[config.mk]
export PLATFORM = sky130hd
export DESIGN_NAME = cdpc_host_ctrl
export DESIGN_NICKNAME = d
export VERILOG_FILES = /design/src/cdpc_pkg.sv /design/src/cdpc_sync3.sv /design/src/cdpc_host_ctrl.sv
export SDC_FILE = /design/constraint.sdc
export NUM_CORES = 1
export LEC_CHECK = 0
export BUFFER_PORTS_ARGS = -buffer_cell sky130_fd_sc_hd__buf_4
export CORE_MARGIN = 3
export CORE_UTILIZATION = 35
export DETAILED_ROUTE_END_ITERATION = 10
export PLACE_DENSITY_LB_ADDON = 0.2
export SETUP_SLACK_MARGIN = 0.2
export SLEW_MARGIN = 20
export SYNTH_ARGS = -nofsm -noshare
export SYNTH_HDL_FRONTEND = slang
export SYNTH_SLANG_ARGS = --single-unit
[constraint.sdc]
create_clock -name sys_clk -period 5.7 [get_ports sys_clk]
set_input_delay 0.57 -clock sys_clk [delete_from_list [all_inputs] [get_ports sys_clk]]
set_output_delay 0.57 -clock sys_clk [all_outputs]
set_load 0.05 [all_outputs]
[src/cdpc_pkg.sv]
package cdpc_pkg;

  // Core clock
  localparam int CLK_MHZ          = 100;

  // Device resumes normal operation at most this long after enable returns high
  localparam int T_RESUME_US      = 20;
  localparam int RESUME_CYCLES    = T_RESUME_US * CLK_MHZ;

  // Spacing between repeated COMRESET or COMWAKE bursts while waiting for an answer
  localparam int T_RETRY_US       = 10;
  localparam int RETRY_CYCLES     = T_RETRY_US * CLK_MHZ;

  // Timer width shared by all waits
  localparam int TIMER_W          = 16;

  // Presence pin level after power-up: low means a drive is assumed attached
  localparam logic PRESENT_N_RST  = 1'b0;

  // Device strap outputs from reset: device enabled, cable detect selected
  localparam logic DEV_ENABLE_RST = 1'b1;
  localparam logic SENSE_SEL_RST  = 1'b1;

  // Host link states
  typedef enum logic [2:0] {
    CDPC_STANDBY,
    CDPC_SETTLE,
    CDPC_OFF,
    CDPC_OOB,
    CDPC_LINK,
    CDPC_LOWPWR,
    CDPC_WAKE
  } cdpc_state_t;

  // Status reported to the user side
  typedef struct packed {
    logic drive_attached;
    logic phy_powered;
    logic link_active;
    logic low_power;
  } cdpc_status_t;

  // Orders to the phy layer of the host
  typedef struct packed {
    logic comreset;
    logic comwake;
    logic power_en;
    logic slumber;
  } cdpc_phy_ctl_t;

endpackage : cdpc_pkg

[src/cdpc_sync3.sv]
`timescale 1ns/1ps

module cdpc_sync3 #(
  parameter logic INIT = 1'b0
) (
  // Clock and reset
  input  wire logic sys_clk,
  input  wire logic reset,
  // Asynchronous input
  input  wire logic async_in,
  // Filtered level
  output logic      sync_out
);

  logic stage1;
  logic stage2;
  logic stage3;

  // Three-stage chain; only stage2 reads stage1
  always_ff @(posedge sys_clk) begin
    if (reset) begin
      stage1 <= INIT;
      stage2 <= INIT;
      stage3 <= INIT;
    end else begin
      stage1 <= async_in;
      stage2 <= stage1;
      stage3 <= stage2;
    end
  end

  // Accept a new level only once the last two stages agree, masking a late metastable flip
  always_ff @(posedge sys_clk) begin
    if (reset) begin
      sync_out <= INIT;
    end else if (stage2 == stage3) begin
      sync_out <= stage3;
    end
  end

endmodule : cdpc_sync3

[src/cdpc_host_ctrl.sv]
`timescale 1ns/1ps

module cdpc_host_ctrl
  import cdpc_pkg::*;
#(
  parameter int RESUME_WAIT = cdpc_pkg::RESUME_CYCLES,
  parameter int RETRY_WAIT  = cdpc_pkg::RETRY_CYCLES
) (
  // Clock and reset
  input  wire logic            sys_clk,
  input  wire logic            reset,
  // User orders
  input  wire logic            host_enable,
  input  wire logic            detect_enable,
  input  wire logic            power_down_req,
  input  wire logic            wake_req,
  // User status
  output cdpc_pkg::cdpc_status_t status,
  // Host phy layer, same clock
  input  wire logic            phy_link_up,
  output cdpc_pkg::cdpc_phy_ctl_t phy_ctl,
  // Redriver pins
  input  wire logic            drive_present_n,
  output logic                 dev_enable,
  output logic                 presence_sense_select
);

  import cdpc_pkg::*;

  // Refuse timer settings the counter cannot hold, at elaboration
  if (RESUME_WAIT < 1 || RESUME_WAIT > (1 << TIMER_W)) begin : g_bad_resume
    $error("RESUME_WAIT out of range");
  end
  if (RETRY_WAIT < 1 || RETRY_WAIT > (1 << TIMER_W)) begin : g_bad_retry
    $error("RETRY_WAIT out of range");
  end

  localparam logic [TIMER_W-1:0] RESUME_LOAD = TIMER_W'(RESUME_WAIT - 1);
  localparam logic [TIMER_W-1:0] RETRY_LOAD  = TIMER_W'(RETRY_WAIT - 1);

  cdpc_state_t        state;
  cdpc_state_t        next_state;
  logic [TIMER_W-1:0] timer;
  logic               present_n_sync;
  logic               attached;
  logic               timer_done;

  // Presence pin crosses in from the device's analog detector; it only means
  // something when channel 1 faces this host and channel 2 faces the socket
  cdpc_sync3 #(
    .INIT     (PRESENT_N_RST)
  ) u_present_sync (
    .sys_clk  (sys_clk),
    .reset    (reset),
    .async_in (drive_present_n),
    .sync_out (present_n_sync)
  );

  // With detection deselected the pin carries no meaning, so assume a drive and train normally
  assign attached   = !detect_enable || !present_n_sync;
  assign timer_done = (timer == '0);

  // Device straps follow the user; reset leaves the device enabled with detect on
  always_ff @(posedge sys_clk) begin
    if (reset) begin
      dev_enable            <= DEV_ENABLE_RST;
      presence_sense_select <= SENSE_SEL_RST;
    end else begin
      dev_enable            <= host_enable;
      presence_sense_select <= detect_enable;
    end
  end

  // Link sequencing
  always_comb begin
    next_state = state;
    if (!host_enable) begin
      next_state = CDPC_STANDBY;
    end else begin
      case (state)
        CDPC_STANDBY: begin
          next_state = CDPC_SETTLE;
        end
        // Pin is stale until the device has resumed, so ignore it meanwhile
        CDPC_SETTLE: begin
          if (timer_done) begin
            next_state = attached ? CDPC_OOB : CDPC_OFF;
          end
        end
        CDPC_OFF: begin
          if (attached) begin
            next_state = CDPC_OOB;
          end
        end
        CDPC_OOB: begin
          if (!attached) begin
            next_state = CDPC_OFF;
          end else if (phy_link_up) begin
            next_state = CDPC_LINK;
          end
        end
        CDPC_LINK: begin
          if (!attached) begin
            next_state = CDPC_OFF;
          end else if (!phy_link_up) begin
            next_state = CDPC_OOB;
          end else if (power_down_req) begin
            next_state = CDPC_LOWPWR;
          end
        end
        // Removal is not seen here; the pin holds low until a wake
        CDPC_LOWPWR: begin
          if (wake_req) begin
            next_state = CDPC_WAKE;
          end
        end
        CDPC_WAKE: begin
          if (!attached) begin
            next_state = CDPC_OFF;
          end else if (phy_link_up) begin
            next_state = CDPC_LINK;
          end
        end
        default: begin
          next_state = CDPC_STANDBY;
        end
      endcase
    end
  end

  always_ff @(posedge sys_clk) begin
    if (reset) begin
      state <= CDPC_STANDBY;
    end else begin
      state <= next_state;
    end
  end

  // One timer serves the resume wait and the burst spacing
  always_ff @(posedge sys_clk) begin
    if (reset) begin
      timer <= '0;
    end else if (next_state != state) begin
      timer <= (next_state == CDPC_SETTLE) ? RESUME_LOAD : '0;
    end else if (timer_done && (state == CDPC_OOB || state == CDPC_WAKE)) begin
      timer <= RETRY_LOAD;
    end else if (!timer_done) begin
      timer <= timer - 1'b1;
    end
  end

  // Bursts go out on entry and then every retry period; none while shut down
  always_ff @(posedge sys_clk) begin
    if (reset) begin
      phy_ctl <= '0;
    end else begin
      phy_ctl.comreset <= (state == CDPC_OOB) && timer_done && (next_state == CDPC_OOB);
      phy_ctl.comwake  <= (state == CDPC_WAKE) && timer_done && (next_state == CDPC_WAKE);
      phy_ctl.power_en <= (next_state == CDPC_OOB) || (next_state == CDPC_LINK) ||
                          (next_state == CDPC_LOWPWR) || (next_state == CDPC_WAKE);
      phy_ctl.slumber  <= (next_state == CDPC_LOWPWR);
    end
  end

  // Status view, registered
  always_ff @(posedge sys_clk) begin
    if (reset) begin
      status <= '0;
    end else begin
      status.drive_attached <= attached;
      status.phy_powered    <= (next_state == CDPC_OOB) || (next_state == CDPC_LINK) ||
                               (next_state == CDPC_LOWPWR) || (next_state == CDPC_WAKE);
      status.link_active    <= (next_state == CDPC_LINK);
      status.low_power      <= (next_state == CDPC_LOWPWR);
    end
  end

endmodule : cdpc_host_ctrl

==> out/results.ini <==
[final_layout]
area_growth_pct=12.9
final_nets=219
seq_area_um2=621
multi_input_area_um2=966
antenna_cells=0
n_fill_cell=450
drive_above_1_share_pct=18.6

[critical_path]
r2r_cells=9
startpoint_type=register
end_kind=register
crit_type=reg2reg
crit_chain=inv_1 -> ha_1 -> nor4b_2 -> nand4_2 -> o211ai_2 -> and2_1 -> nor4b_4 -> nor2_1 -> a221oi_1
cp.required_ps=5830
critPathMaxFanout=8
r2r-start=timer[0]
cpPeakStageDelay_ps=410
cpMaxStageDelayCell=nor2_1
reg2reg_to=timer[1]
arrival_ps=2790
reg2reg_slack_ps=3040

[logic_synthesis]
async_reset_ff_share_pct=0
synth_top_area_cell=dfxtp_1
ys_top_cells_by_area=dfxtp_1, nor2_1, xor2_1
yosys_warnings=0
synthTopCellsByCount=dfxtp_1, nor2_1, nand2_1, a21oi_1, o21ai_0
synth_sequential_area_ratio_pct=37.2
syn_area_um2=1670
synth.top_cell.area_share_pct=37.2
synth_cells=196
avgSynthCellArea_um2=8.51
synth_ff_type=dfxtp_1
synth_nets=206
synth_edf_count=0
yosysMostFrequentCell=dfxtp_1
ys_types=54
ys_ff_latch=31

[sta]
final-setup-viol-count=0
drv_slew=0
final.setup.tns_ps=0
clock_skew_ps=6.64
rsz0062_at_grt=no
fin_hold_ws_ps=440
max_freq_mhz=376
max-slew-margin-rel_pct=55.6
period_share_pct=46.7
fin_crit_ps=2660
hold_viol_final=0
tightest_slew_ps=665

[cts]
cts_buffer_depth=2
cts_root_buffer=clkbuf_8
cts_max_level=2
cts_hold_buf=0
clock_latency_ps=280
cts.clk_slew.worst_paths_ps=60
numCtsBuffers=5
cts_sinks=31
cts_resized=0
cts_tree=yes
post_cts_buffers=0

[floorplan]
die_w_um=75.0
ioPinCount=18
die_h_um=75.0
row_count=24
die_area_um2=5630
core_area_um2=4470
start_util_pct=37.3

[routing]
ant_nets=0
drtIter0Drc=96
vias=1402
drc_errors=0
drt-total-wl_um=3400
vias_per_cell=5.35
post_drt_wl_per_cell_um=13.0
dr.pass1.iters=4

[global_route]
grt_pass1_wl_um=5670
grt_max_degree=21
antenna_found_initial=0
grt_overflow_total=0
gr-usage-all-layers_pct=13.3
grt_pass1_vias=1225

[worst_hold_path]
holdPathEnd=u_present_sync.stage2
min_path_cells=1
hp-class=reg2reg
min_from=u_present_sync.stage1

[placement]
port_buffers=17
hpwlAfterDp_um=2510
place_congestion=0.826

[outcome]
outcome=completed

[flow_run]
max_cap_viol_count=0

[power_and_ir_drop]
leakage_uw=0.000740
design_power_total_uw=546
power_density_nw_per_um2=290
ir_drop_mv=0.115

==> cell families (layout without fill, tap and decap cells) <==
logic type               after synthesis  count (layout)  share of synthesized area [%]
flip-flops                            31              31                           37.2
AND/OR/NAND/NOR                       89              89                           31.8
XOR/XNOR                              13              13                           6.83
adder cells (fa/ha/maj)                3               3                           2.10
buffers and inverters                 17              31                           4.88
AO/OA/AOI/OAI                         43              43                           17.2
==> how the worst max path moves through the flow <==
stage	depth (start not counted)	from	to	slack, ps
6_report	9	timer[0]	timer[1]	3040
5_1_grt	9	timer[0]	timer[1]	2740
4_1_cts	9	timer[0]	timer[1]	3030
3_5_place_dp	9	timer[0]	timer[1]	3040
3_3_place_gp	9	timer[0]	timer[1]	3030
2_1_floorplan	10	timer[0]	timer[1]	3510
==> power by group <==
part | internal, µW | switching, µW
Clock | 85.4 | 75.3
Combinational | 57.7 | 72.2
Sequential | 233 | 22.1
==> layout make-up <==
type                            count  share of cell area [%]
Timing Repair Buffer               17                    6.78
Sequential cell                    31                    33.0
Clock buffer                        7                    4.05
Inverter                            6                    1.20
Tap cell                           52                    3.46
Multi-Input combinational cell    148                    51.3
Clock inverter                      1                   0.266
==> layer usage <==
layer | part of all wire [%] | GRT usage, % | up-vias
li1 | - | - | 720
met1 | 50 | 18.8 | 654
met2 | 44 | 18.7 | 22
met3 | 4.0 | 3.20 | 6
met4 | 2.1 | 7.11 | 0
met5 | 0 | 0 | -
==> sequential cells by signal, summed over array words and instances (netlist names) <==
| signal | cells |
|---|---|
| dev_enable | 1 |
| phy_ctl | 2 |
| presence_sense_select | 1 |
| state | 3 |
| status | 4 |
| timer | 16 |
| u_present_sync.stage1 | 1 |
| u_present_sync.stage2 | 1 |
| u_present_sync.stage3 | 1 |
| u_present_sync.sync_out | 1 |
==> per-stage QoR <==
step	util, %	setup WS (ps)	std cells	area [µm²]
2_1_floorplan	-	3510	196	1670
3_3_place_gp	40.3	3030	254	1800
3_5_place_dp	40.3	3040	254	1800
4_1_cts	42.1	3030	262	1880
5_1_grt	42.1	2740	262	1880
6_report	42.1	3040	262	1880
==> placed cells by master (no fill, tap or decap), types with 2 or more instances in the layout <==
cell | Yosys | routed
dfxtp_1 | 31 | 31
nor2_1 | 21 | 21
buf_4 | 2 | 17
nand2_1 | 15 | 15
a21oi_1 | 12 | 12
o21ai_0 | 11 | 11
nor2b_1 | 7 | 7
nand3_1 | 7 | 7
xor2_1 | 7 | 7
inv_1 | 6 | 6
nor3_1 | 6 | 6
xnor2_1 | 6 | 6
clkbuf_8 | 0 | 5
nor4_1 | 4 | 4
nand2b_1 | 3 | 3
o211ai_1 | 3 | 3
or2_2 | 3 | 3
a21boi_0 | 2 | 2
and2_1 | 2 | 2
nand4_1 | 2 | 2
a21bo_2 | 2 | 2
nand3b_1 | 2 | 2
and3_1 | 2 | 2
or4_1 | 2 | 2
a211oi_1 | 2 | 2
ha_1 | 2 | 2
clkbuf_1 | 5 | 2
==> worst max-delay path: cells and delay by family, from the launching register on <==
| kind | cells | cell delay, ps |
|---|---|---|
| adder cells (fa/ha/maj) | 1 | 170 |
| AND/OR/NAND/NOR | 5 | 1490 |
| buffers and inverters | 1 | 140 |
| flip-flops | 1 | 310 |
| AO/OA/AOI/OAI | 2 | 410 |
Note: power is estimated with default switching activity, not from simulation.
